--- src/shared/mmc_pkg.sv ---
// constants, states and pin bundles of the module management port
package mmc_pkg;

	// ----------------------------------------------------------------
	// clock and timing
	// ----------------------------------------------------------------
	localparam int CLK_HZ           = 50_000_000;
	localparam int T_RESET_MIN_NS   = 10_000;
	localparam int RESET_MIN_CYCLES =
		(T_RESET_MIN_NS * (CLK_HZ / 1_000_000) + 999) / 1000;
	localparam int T_INIT_MS        = 2000;
	localparam int INIT_CYCLES      = T_INIT_MS * (CLK_HZ / 1000);

	// ----------------------------------------------------------------
	// bus address and memory layout
	// ----------------------------------------------------------------
	localparam logic [6:0] DEV_ADDR     = 7'h50;
	localparam logic [7:0] ADDR_ID      = 8'h00;
	localparam logic [7:0] ADDR_STATUS  = 8'h02;
	localparam logic [7:0] ADDR_FLAGS   = 8'h03;
	localparam logic [7:0] CTRL_FIRST   = 8'h56;
	localparam logic [7:0] ADDR_MASK    = 8'h64;
	localparam logic [7:0] ADDR_PAGE    = 8'h7f;
	localparam logic [7:0] ADDR_ID_UP   = 8'h80;
	localparam logic [7:0] PAGE_ID      = 8'h00;
	localparam logic [7:0] PAGE_USER    = 8'h02;
	localparam int         CTRL_BYTES   = 42;
	localparam int         MASK_IDX     = 14;
	localparam int         PAGE_IDX     = 41;
	localparam int         DNR_BIT      = 0;
	localparam int         UPPER_BYTES  = 128;
	// identifier value is arbitrary
	localparam logic [7:0] ID_CODE      = 8'h5a;
	localparam logic [7:0] CTRL_RESET   = 8'h00;

	// ----------------------------------------------------------------
	// serial engine states and pin bundles
	// ----------------------------------------------------------------
	typedef enum logic [2:0] {
		ST_IDLE    = 3'b000,
		ST_DEVADDR = 3'b001,
		ST_ADDRACK = 3'b010,
		ST_WRBYTE  = 3'b011,
		ST_WRACK   = 3'b100,
		ST_RDBYTE  = 3'b101,
		ST_RDACK   = 3'b110
	} mmc_state_t;

	typedef struct packed {
		logic scl;
		logic sda;
	} mmc_twi_in_t;

	typedef struct packed {
		logic sdaOut;
		logic sdaOe;
	} mmc_twi_out_t;

endpackage

--- src/rtl/mmc_mgmt_port.sv ---
// management port of a pluggable module: select, reset, interrupt, memory
`timescale 1ns/1ps

module mmc_mgmt_port #(
	parameter int INIT_CYCLES = mmc_pkg::INIT_CYCLES
) (
	// clock and reset
	input  wire logic                  mclk,
	input  wire logic                  nrst,
	// two-wire management bus
	input  wire mmc_pkg::mmc_twi_in_t  twiIn,
	output      mmc_pkg::mmc_twi_out_t twiOut,
	// control pins from the host
	input  wire logic                  module_select_n,
	input  wire logic                  module_reset_n,
	input  wire logic                  low_power_select,
	// status pins to the host
	output      logic                  interrupt_out_n,
	output      logic                  interruptOe,
	output      logic                  module_present_n,
	// module internals
	input  wire logic [7:0]            faultEvents,
	output      logic                  lowPowerEnable,
	output      logic                  settingsReset
);
	import mmc_pkg::*;

	// ----------------------------------------------------------------
	// reset release and pin synchronisers
	// ----------------------------------------------------------------
	logic [1:0] rstPipe;
	logic       rstN;

	always_ff @(posedge mclk or negedge nrst) begin
		if (!nrst) begin
			rstPipe <= 2'b00;
		end else begin
			rstPipe <= {rstPipe[0], 1'b1};
		end
	end
	assign rstN = rstPipe[1];

	logic [4:0] pinSync;
	logic       sclS;
	logic       sdaS;
	logic       selN;
	logic       rstPinN;
	logic       lpmS;

	// bus lines idle high and low power off, so no false edge after reset
	mmc_sync #(.W(5), .RST_VAL(5'h1e)) u_sync (
		.clk  (mclk),
		.rstN (rstN),
		.din  ({twiIn.scl, twiIn.sda, module_select_n, module_reset_n,
			low_power_select}),
		.dout (pinSync)
	);
	assign {sclS, sdaS, selN, rstPinN, lpmS} = pinSync;

	logic userReset;
	logic initBusy;
	logic initDone;

	mmc_reset_seq #(.INIT_CYCLES(INIT_CYCLES)) u_rseq (
		.clk       (mclk),
		.rstN      (rstN),
		.pinLow    (!rstPinN),
		.userReset (userReset),
		.initBusy  (initBusy),
		.initDone  (initDone)
	);

	// ----------------------------------------------------------------
	// state
	// ----------------------------------------------------------------
	typedef struct packed {
		mmc_state_t                     st;
		logic [3:0]                     bitCnt;
		logic [7:0]                     shreg;
		logic [7:0]                     addr;
		logic                           rw;
		logic                           ptrPhase;
		logic                           sdaOe;
		logic                           sclPrev;
		logic                           sdaPrev;
		logic                           donePend;
		logic                           lowPower;
		logic [7:0]                     flags;
		logic [CTRL_BYTES-1:0][7:0]     ctrl;
	} mmc_port_t;

	mmc_port_t s;
	mmc_port_t next_s;

	// page 02 is user storage and keeps its content over a module reset
	logic [7:0] userMem [UPPER_BYTES];
	logic       memWe;
	logic [7:0] rdData;
	logic [5:0] ctrlIdx;
	logic [7:0] page;
	logic [7:0] mask;
	logic       sclRise;
	logic       sclFall;
	logic       startCond;
	logic       stopCond;
	logic       irq;

	assign sclRise   = sclS && !s.sclPrev;
	assign sclFall   = !sclS && s.sclPrev;
	assign startCond = sclS && s.sclPrev && s.sdaPrev && !sdaS;
	assign stopCond  = sclS && s.sclPrev && !s.sdaPrev && sdaS;
	assign ctrlIdx   = 6'(s.addr - CTRL_FIRST);
	assign page      = s.ctrl[PAGE_IDX];
	assign mask      = s.ctrl[MASK_IDX];

	// ----------------------------------------------------------------
	// memory read map
	// ----------------------------------------------------------------
	always_comb begin
		rdData = 8'h00;
		if (!s.addr[7]) begin
			if (s.addr == ADDR_ID) begin
				rdData = ID_CODE;
			end else if (s.addr == ADDR_STATUS) begin
				rdData = 8'(initBusy) << DNR_BIT;
			end else if (s.addr == ADDR_FLAGS) begin
				rdData = s.flags;
			end else if (s.addr >= CTRL_FIRST) begin
				rdData = s.ctrl[ctrlIdx];
			end
		end else if (page == PAGE_USER) begin
			rdData = userMem[s.addr[6:0]];
		end else if (page == PAGE_ID && s.addr == ADDR_ID_UP) begin
			rdData = ID_CODE;
		end
	end

	// ----------------------------------------------------------------
	// serial engine
	// ----------------------------------------------------------------
	always_comb begin
		next_s = s;
		memWe = 1'b0;
		next_s.sclPrev = sclS;
		next_s.sdaPrev = sdaS;
		next_s.lowPower = lpmS;
		next_s.flags = s.flags | faultEvents;
		if (initDone) begin
			next_s.donePend = 1'b1;
		end
		case (s.st)
			ST_DEVADDR: begin
				if (sclRise) begin
					next_s.shreg = {s.shreg[6:0], sdaS};
					next_s.bitCnt = s.bitCnt + 4'h1;
				end else if (sclFall && s.bitCnt == 4'h8) begin
					if (s.shreg[7:1] == DEV_ADDR) begin
						next_s.st = ST_ADDRACK;
						next_s.sdaOe = 1'b1;
						next_s.rw = s.shreg[0];
					end else begin
						next_s.st = ST_IDLE;
					end
				end
			end
			ST_ADDRACK, ST_RDACK: begin
				if (s.st == ST_RDACK && sclRise && sdaS) begin
					next_s.st = ST_IDLE;
				end else if (sclFall && (s.rw || s.st == ST_RDACK)) begin
					next_s.st = ST_RDBYTE;
					next_s.shreg = rdData;
					next_s.sdaOe = !rdData[7];
					next_s.bitCnt = 4'h0;
					// reading a byte clears what it reported; new events win
					if (s.addr == ADDR_STATUS && !initDone) begin
						next_s.donePend = 1'b0;
					end
					if (s.addr == ADDR_FLAGS) begin
						next_s.flags = faultEvents;
					end
				end else if (sclFall) begin
					next_s.st = ST_WRBYTE;
					next_s.sdaOe = 1'b0;
					next_s.bitCnt = 4'h0;
				end
			end
			ST_WRBYTE: begin
				if (sclRise) begin
					next_s.shreg = {s.shreg[6:0], sdaS};
					next_s.bitCnt = s.bitCnt + 4'h1;
				end else if (sclFall && s.bitCnt == 4'h8) begin
					next_s.st = ST_WRACK;
					next_s.sdaOe = 1'b1;
					if (s.ptrPhase) begin
						next_s.addr = s.shreg;
						next_s.ptrPhase = 1'b0;
					end else begin
						next_s.addr = s.addr + 8'h01;
						if (!s.addr[7] && s.addr >= CTRL_FIRST) begin
							next_s.ctrl[ctrlIdx] = s.shreg;
						end else if (s.addr[7] && page == PAGE_USER) begin
							memWe = 1'b1;
						end
					end
				end
			end
			ST_WRACK: begin
				if (sclFall) begin
					next_s.st = ST_WRBYTE;
					next_s.sdaOe = 1'b0;
					next_s.bitCnt = 4'h0;
				end
			end
			ST_RDBYTE: begin
				if (sclFall && s.bitCnt == 4'h7) begin
					next_s.st = ST_RDACK;
					next_s.sdaOe = 1'b0;
					next_s.addr = s.addr + 8'h01;
				end else if (sclFall) begin
					next_s.shreg = {s.shreg[6:0], 1'b0};
					next_s.sdaOe = !s.shreg[6];
					next_s.bitCnt = s.bitCnt + 4'h1;
				end
			end
			default: begin
				next_s.sdaOe = 1'b0;
			end
		endcase
		// a deselected module never drives the data line
		if (stopCond || selN) begin
			next_s.st = ST_IDLE;
			next_s.sdaOe = 1'b0;
		end else if (startCond) begin
			next_s.st = ST_DEVADDR;
			next_s.sdaOe = 1'b0;
			next_s.bitCnt = 4'h0;
			next_s.ptrPhase = 1'b1;
		end
		if (userReset) begin
			next_s.st = ST_IDLE;
			next_s.sdaOe = 1'b0;
			next_s.ctrl = {CTRL_BYTES{CTRL_RESET}};
			memWe = 1'b0;
		end
	end

	always_ff @(posedge mclk or negedge rstN) begin
		if (!rstN) begin
			s <= '{st: ST_IDLE, bitCnt: 4'h0, shreg: 8'h00, addr: 8'h00,
				rw: 1'b0, ptrPhase: 1'b0, sdaOe: 1'b0, sclPrev: 1'b1,
				sdaPrev: 1'b1, donePend: 1'b0, lowPower: 1'b0,
				flags: 8'h00, ctrl: {CTRL_BYTES{CTRL_RESET}}};
		end else begin
			s <= next_s;
		end
	end

	always_ff @(posedge mclk) begin
		if (memWe) begin
			userMem[s.addr[6:0]] <= s.shreg;
		end
	end

	// ----------------------------------------------------------------
	// outputs
	// ----------------------------------------------------------------
	// faults stay quiet while data is not ready, so completion is unambiguous
	assign irq = s.donePend || (!initBusy && |(s.flags & ~mask));
	assign interrupt_out_n = 1'b0;
	assign interruptOe     = irq;
	assign twiOut          = '{sdaOut: 1'b0, sdaOe: s.sdaOe};
	assign module_present_n = 1'b0;
	assign lowPowerEnable  = s.lowPower;
	assign settingsReset   = userReset;
endmodule

--- src/rtl/mmc_reset_seq.sv ---
// reset pin pulse qualifier and reset completion timer
`timescale 1ns/1ps
module mmc_reset_seq #(
	parameter int INIT_CYCLES = mmc_pkg::INIT_CYCLES
) (
	// clock and reset
	input  wire logic clk,
	input  wire logic rstN,
	// synchronised reset pin, high while the pin is low
	input  wire logic pinLow,
	// sequence outputs
	output      logic userReset,
	output      logic initBusy,
	output      logic initDone
);
	import mmc_pkg::*;

	typedef struct packed {
		logic [15:0] lowCnt;
		logic [31:0] initCnt;
		logic        prevLow;
		logic        busy;
		logic        rstPulse;
		logic        done;
	} mmc_rseq_t;

	mmc_rseq_t s;
	mmc_rseq_t next_s;

	always_comb begin
		next_s = s;
		next_s.prevLow = pinLow;
		next_s.rstPulse = 1'b0;
		next_s.done = 1'b0;
		if (pinLow && s.lowCnt != 16'(RESET_MIN_CYCLES)) begin
			next_s.lowCnt = s.lowCnt + 16'h0001;
		end
		// timer starts on the release edge of a long enough pulse
		if (s.prevLow && !pinLow) begin
			next_s.lowCnt = 16'h0000;
			if (s.lowCnt == 16'(RESET_MIN_CYCLES)) begin
				next_s.rstPulse = 1'b1;
				next_s.busy = 1'b1;
				next_s.initCnt = 32'h0000_0000;
			end
		end else if (s.busy) begin
			if (s.initCnt == 32'(INIT_CYCLES - 1)) begin
				next_s.busy = 1'b0;
				next_s.done = 1'b1;
			end else begin
				next_s.initCnt = s.initCnt + 32'h0000_0001;
			end
		end
	end

	// power-up starts busy so completion is posted without a pin pulse
	always_ff @(posedge clk or negedge rstN) begin
		if (!rstN) begin
			s <= '{lowCnt: 16'h0000, initCnt: 32'h0000_0000,
				prevLow: 1'b0, busy: 1'b1, rstPulse: 1'b0,
				done: 1'b0};
		end else begin
			s <= next_s;
		end
	end

	assign userReset = s.rstPulse;
	assign initBusy = s.busy;
	assign initDone = s.done;
endmodule

--- src/rtl/mmc_sync.sv ---
// two-stage synchroniser for a group of pin levels
`timescale 1ns/1ps
module mmc_sync #(
	parameter int         W       = 1,
	parameter logic [W-1:0] RST_VAL = '0
) (
	// clock and reset
	input  wire logic         clk,
	input  wire logic         rstN,
	// levels
	input  wire logic [W-1:0] din,
	output      logic [W-1:0] dout
);
	typedef struct packed {
		logic [W-1:0] s1;
		logic [W-1:0] s2;
	} mmc_sync_t;

	mmc_sync_t s;
	mmc_sync_t next_s;

	always_comb begin
		next_s.s1 = din;
		next_s.s2 = s.s1;
	end

	always_ff @(posedge clk or negedge rstN) begin
		if (!rstN) begin
			s <= {RST_VAL, RST_VAL};
		end else begin
			s <= next_s;
		end
	end

	assign dout = s.s2;
endmodule

--- config.mk ---
export PLATFORM = sky130hd
export DESIGN_NAME = mmc_mgmt_port
export DESIGN_NICKNAME = d
export VERILOG_FILES = /design/src/shared/mmc_pkg.sv /design/src/rtl/mmc_mgmt_port.sv /design/src/rtl/mmc_reset_seq.sv /design/src/rtl/mmc_sync.sv
export SDC_FILE = /design/constraint.sdc
export NUM_CORES = 2
export LEC_CHECK = 0
export BUFFER_PORTS_ARGS = -buffer_cell sky130_fd_sc_hd__buf_2
export CAP_MARGIN = 20
export CORE_UTILIZATION = 55
export DETAILED_ROUTE_END_ITERATION = 10
export HOLD_SLACK_MARGIN = 0.1
export PLACE_DENSITY = 0.8
export SETUP_SLACK_MARGIN = 0.2
export SLEW_MARGIN = 15
export SYNTH_ARGS = -nofsm -noshare
export SYNTH_HDL_FRONTEND = slang
export SYNTH_HIERARCHICAL = 1
export SYNTH_SLANG_ARGS = --single-unit
--- constraint.sdc ---
create_clock -name mclk -period 21.3 [get_ports mclk]
set_clock_uncertainty 0.05 [all_clocks]
set_input_delay 2.13 -clock mclk [delete_from_list [all_inputs] [get_ports mclk]]
set_output_delay 2.13 -clock mclk [all_outputs]
set_load 0.1 [all_outputs]
### Word level (Yosys, flattened, before mapping)

Memories as Yosys holds them, arrays and structs flattened.
Index checks and enable logic that the tools add are counted.

| word-level totals | value |
|---|---|
| memories | 1 |
| output and inout port bits | 7 |
| logic and storage cells | 258 |
| bits in writable memories | 1024 |
| bits of input ports | 15 |
| register bits after elaboration | 438 |

Memory list:

| name | words | bits a word | read ports | clocked after Yosys merged registers in | write ports | RTL line | RTL |
|---|---|---|---|---|---|---|---|
| userMem | 128 | 8 | 1 | 0 | 1 | mmc_mgmt_port.sv:96 | `logic [7:0] userMem [UPPER_BYTES];` |

| operators by class | value |
|---|---|
| equal/unequal tests | 36 |
| multiplexer cells | 93 |
| order comparisons | 3 |
| bitwise operators | 4 |
| reductions and logical operators | 53 |
| $add $sub $neg | 5 |

Operators by type and width:

| operator | count |
|---|---|
| 336-bit 2-to-1 mux | 6 |
| 336-bit bitwise mux | 1 |
| 8-bit 2-to-1 mux | 17 |
| 32-bit 2-to-1 mux | 4 |
| 8-bit binary-select mux with 6-bit select | 1 |
| 8-bit demux with 6-bit select | 1 |
| 12-bit 2-to-1 mux | 4 |
| 7-bit 2-to-1 mux | 6 |
| 5-bit by 4-bit inequality test with 1-bit output (second input constant) | 7 |
| 7-bit case mux with 5 select lines | 1 |
| 1-bit 2-to-1 mux | 33 |
| 32-bit by 1-bit adder with 32-bit output (second input constant) | 1 |
| 32-bit by 27-bit == test with 1-bit output (second input constant) | 1 |
| 16-bit 2-to-1 mux | 2 |
| 8-bit by 2-bit == test with 1-bit output (second input constant) | 3 |
| 3-bit 2-to-1 mux | 8 |
| 8-bit case mux with 3 select lines | 1 |
| 1-bit logical AND | 20 |
| 16-bit by 1-bit adder with 16-bit output (second input constant) | 1 |
| 16-bit by 9-bit == test with 1-bit output (second input constant) | 1 |
| 8-bit zero test | 2 |
| 16-bit by 9-bit inequality test with 1-bit output (second input constant) | 1 |
| 2-bit inequality test (second input constant) | 8 |
| 8-bit case mux with 2 select lines | 1 |
| 34 further kinds | 63 |

### Longest topological paths before layout

| logic depth | value |
|---|---|
| depth in word-level cells | 15 |
| mapped depth | 18 |
| gate-level depth less buffers | 10 |

### By module

The synthesis kept the hierarchy.

By module, submodules not included:

| module | area an instance (µm²) | times used | seq. area each (µm²) | cells an instance |
|---|---|---|---|---|
| mmc_mgmt_port | 58967.8 | 1 | 40161.0 | 3550 |
| mmc_reset_seq | 3116.7 | 1 | 1302.5 | 340 |
| mmc_sync | 260.2 | 1 | 260.2 | 10 |

### Worst setup path after synthesis

Ideal clock, no wire load.

| timing path | value |
|---|---|
| kind | register to output |
| from | register s[342] (netlist name) |
| to | output interruptOe |
| slack | 17121 ps |
| data arrival time | 1999 ps |
| cell stages (with the launch flop) | 5 |
| buffers on the path | 0 |
| required time | 19120 ps |
| cells stage by stage | dfrtp_1 > inv_1 > o22ai_1 > nor4_1 > o21bai_1 |

RTL lines:

| element | RTL line | RTL |
|---|---|---|
| end, declared | mmc_mgmt_port.sv:19 | `output logic interruptOe,` |

==> out/metrics.csv <==
metric,value,unit
syn avg cell area,15.99,sq um
status,"finished, final reports clean",
Die Ht,338.7,um
CTS tree,yes,
routed vias/inst,6.622,
Setup TNS,0,ps
max-slew violation count,0,
VDD IR-drop max,0.08850,mV
CP peak stage delay,750,ps
sequential area share after synthesis,66.92,%
Worst-Skew Late Latency,770,ps
Post-synth ARST share,29.96,%
r2r setup slk,16070,ps
Slew headroom,4.534,%
startpoint types,flop,
worst hold slack,299.0,ps
proportion of layout cells with a drive suffix above 1,18.99,%
input/output buffers,18,
n_diodes,0,
largest cells by area after synthesis,"edfxtp_1 49%, dfrtp_1 17%, mux4_2 13%",
root cell of the clock tree,clkbuf_16,
RSZ-0062 raised after global routing,no,
Worst EP arrival,5800,ps
Syn Inst Count,3900,
htree depth,4,
Place WS,16130,ps
Clock transition at path regs,60,ps
leakage,23.97,nW
Layout area overhead,10.09,%
most frequent CP cell,buf_4,
Final ANT Viol Nets,0,
Total Routing Usage GR,27.07,%
clock sink total,1462,
grt ovf,0,
Yosys warnings,6,
DRC viols,0,
DPL Wire Length,89.82,mm
CP Max Fanout,131,
Die ar.,0.1147,sq mm
final worst path period share,24.56,%
Fillers,7731,
DRT Pass-1 Iters,8,
Hold WC Path Type,flop to flop,
first-pass GRT wire length,232.8,mm
Post-synth EDFFs,1024,
HP Start,u_sync/dout[0],
Synth cell types,95,
CP Cell Sequence,"buf_4, buf_12, buf_4, mux4_2, a22o_1, a221oi_1, o22ai_1, a211oi_1, nor3_1, a2111oi_0, a21oi_1",
vias in the first global route,36100,
mapped cell area,0.06234,sq mm
max-cap violations,0,
Num CTS Buffers,146,
final worst path period need,5232,ps
CP endpoint kind,flop,
Hold Buf Count CTS,0,
dpl cells,5229,
reg2reg end,s[359],
"FF+latch count, synth",1462,
largest net degree at the start of global routing,245,
core area,0.1125,sq mm
final core utilization,61.01,%
WS Path Type,flop to flop,
Synth top area share,49.32,%
cts repair resizes,0,
P per Cell Area,89.25,mW/mm^2
Ports,22,
Critical Path RT,21870,ps
Post-synth top flop,edfxtp_1,
R2R Path Start,s[352],
setup repair bufs after CTS,0,
hold path depth,0,
row count,123,
post-route insts no fill,5502,
final hold violations,0,
Final WS setup,16070,ps
die width,338.7,um
Worst Hold Endpoint,lowPowerEnable,
routed wire length,154.6,mm
"Slowest-stage cell, CP",buf_4,
DR vias,36430,
initial antenna violation count,2,
WL/cell,28.10,um
Slew @ Worst Pin,1432,ps
R2R cell count,11,
Yosys top cell by area,edfxtp_1,
Final GP Congestion,0.9101,
# setup viols final,0,
initial drt markers,4761,
initial cell density of the core,55.42,%
Clock Path Buffers,3,
Total Nets Final,3912,
Max Clk Rate,191.1,MHz
==> worst max-delay path, delay by kind of cell, from the launching register on <==
kind / cells / cell delay (ps)
AO/OA/AOI/OAI: 6 / 1660
buffers and inverters: 3 / 1910
flip-flops: 1 / 740
multiplexers: 1 / 430
AND/OR/NAND/NOR: 1 / 230
==> logic make-up (layout without fill, tap and decap cells) <==
logic type / Yosys count / in the layout / synth area share [%]
AO/OA/AOI/OAI: 336 / 336 / 3.574
multiplexers: 754 / 754 / 19.43
other: 2 / 4 / 0.01205
buffers and inverters: 296 / 396 / 2.043
XOR/XNOR: 6 / 6 / 0.08429
adder cells (fa/ha/maj): 14 / 14 / 0.2810
AND/OR/NAND/NOR: 1030 / 1030 / 7.652
flip-flops: 1462 / 1462 / 66.92
==> registers in the layout (all words and copies together), names as in the netlist <==
name,count
userMem,1024
s,356
u_rseq/s,49
mask,8
page,8
u_sync/dout,5
u_sync/next_s,5
rstPipe,2
lowPowerEnable,1
twiOut,1
u_rseq/initBusy,1
u_rseq/initDone,1
u_rseq/userReset,1
==> how the worst max path moves through the flow <==
stage,from,to,cells past startpoint
2_1_floorplan,rstPipe[1],lowPowerEnable,0
6_report,s[352],s[359],11
3_5_place_dp,s[352],s[359],11
5_1_grt,s[352],s[359],11
3_3_place_gp,s[352],s[359],11
4_1_cts,s[352],s[359],11
==> through the flow <==
stage               power, mW  area [sq um]
detailed placement      3.628         63800
global route            6.271         68640
floorplan               3.487         62350
CTS                     6.130         68520
finish                  6.126         68640
global placement        3.612         63780
==> per-layer routing <==
metal / up-vias / wire (um) / track usage [%]
met4: 2 / 6844 / 11.50
li1: 15000 / - / -
met5: - / 21 / 0
met3: 449 / 16750 / 6.948
met1: 18620 / 58470 / 37.27
met2: 2357 / 72510 / 41.33
==> where the power goes <==
part | total (mW) | switching (mW) | internal (mW)
logic | 0.281 | 0.242 | 0.0393
clock network | 2.54 | 1.11 | 1.43
registers | 3.31 | 0.0774 | 3.23
total | 6.13 | 1.43 | 4.70
==> cells in the mapped netlist (all sizes together) (25+ instances only) <==
library cell / number
clkbuf: 134
nand4: 29
edfxtp: 1024
and3: 25
buf: 121
mux4: 364
a21oi: 84
nor2: 548
o21ai: 64
nor3: 45
nand2: 190
inv: 41
mux2i: 381
nand3: 81
dfrtp: 427
==> final cells by class <==
class / count / area (sq um) / area share, %
Clock buffer: 193 / 4024 / 5.863
Clock inverter: 74 / 699.4 / 1.019
Inverter: 41 / 156.4 / 0.2279
Multi-Input combinational cell: 2144 / 19380 / 28.24
Sequential cell: 1462 / 41770 / 60.86
Tap cell: 1500 / 1877 / 2.734
Timing Repair Buffer: 88 / 720.7 / 1.050
==> placed cells by master (no fill, tap or decap), types with 11 or more instances in the layout <==
cell | synthesis | routed
edfxtp_1 | 1024 | 1024
nor2_1 | 513 | 512
dfrtp_1 | 427 | 413
mux2i_1 | 381 | 381
mux4_2 | 364 | 364
nand2_1 | 189 | 189
clkbuf_16 | 0 | 149
a21oi_1 | 83 | 83
nand3_1 | 79 | 79
buf_4 | 17 | 61
o21ai_0 | 56 | 55
nor3_1 | 43 | 43
inv_1 | 39 | 39
clkinv_1 | 0 | 34
clkbuf_1 | 134 | 31
nand4_1 | 28 | 28
nor2_2 | 23 | 24
a31oi_1 | 24 | 24
and3_1 | 23 | 23
a21o_1 | 21 | 21
nand2b_1 | 20 | 20
buf_2 | 55 | 20
a22oi_1 | 18 | 18
clkinv_2 | 0 | 17
o22ai_1 | 15 | 15
nor4_1 | 15 | 14
ha_1 | 14 | 13
clkbuf_8 | 0 | 13
dfrtp_4 | 0 | 13
a32oi_1 | 12 | 12
nor2b_1 | 12 | 12
nor2_4 | 12 | 12
dfstp_2 | 11 | 11
Power figures use the tool's default switching activity.
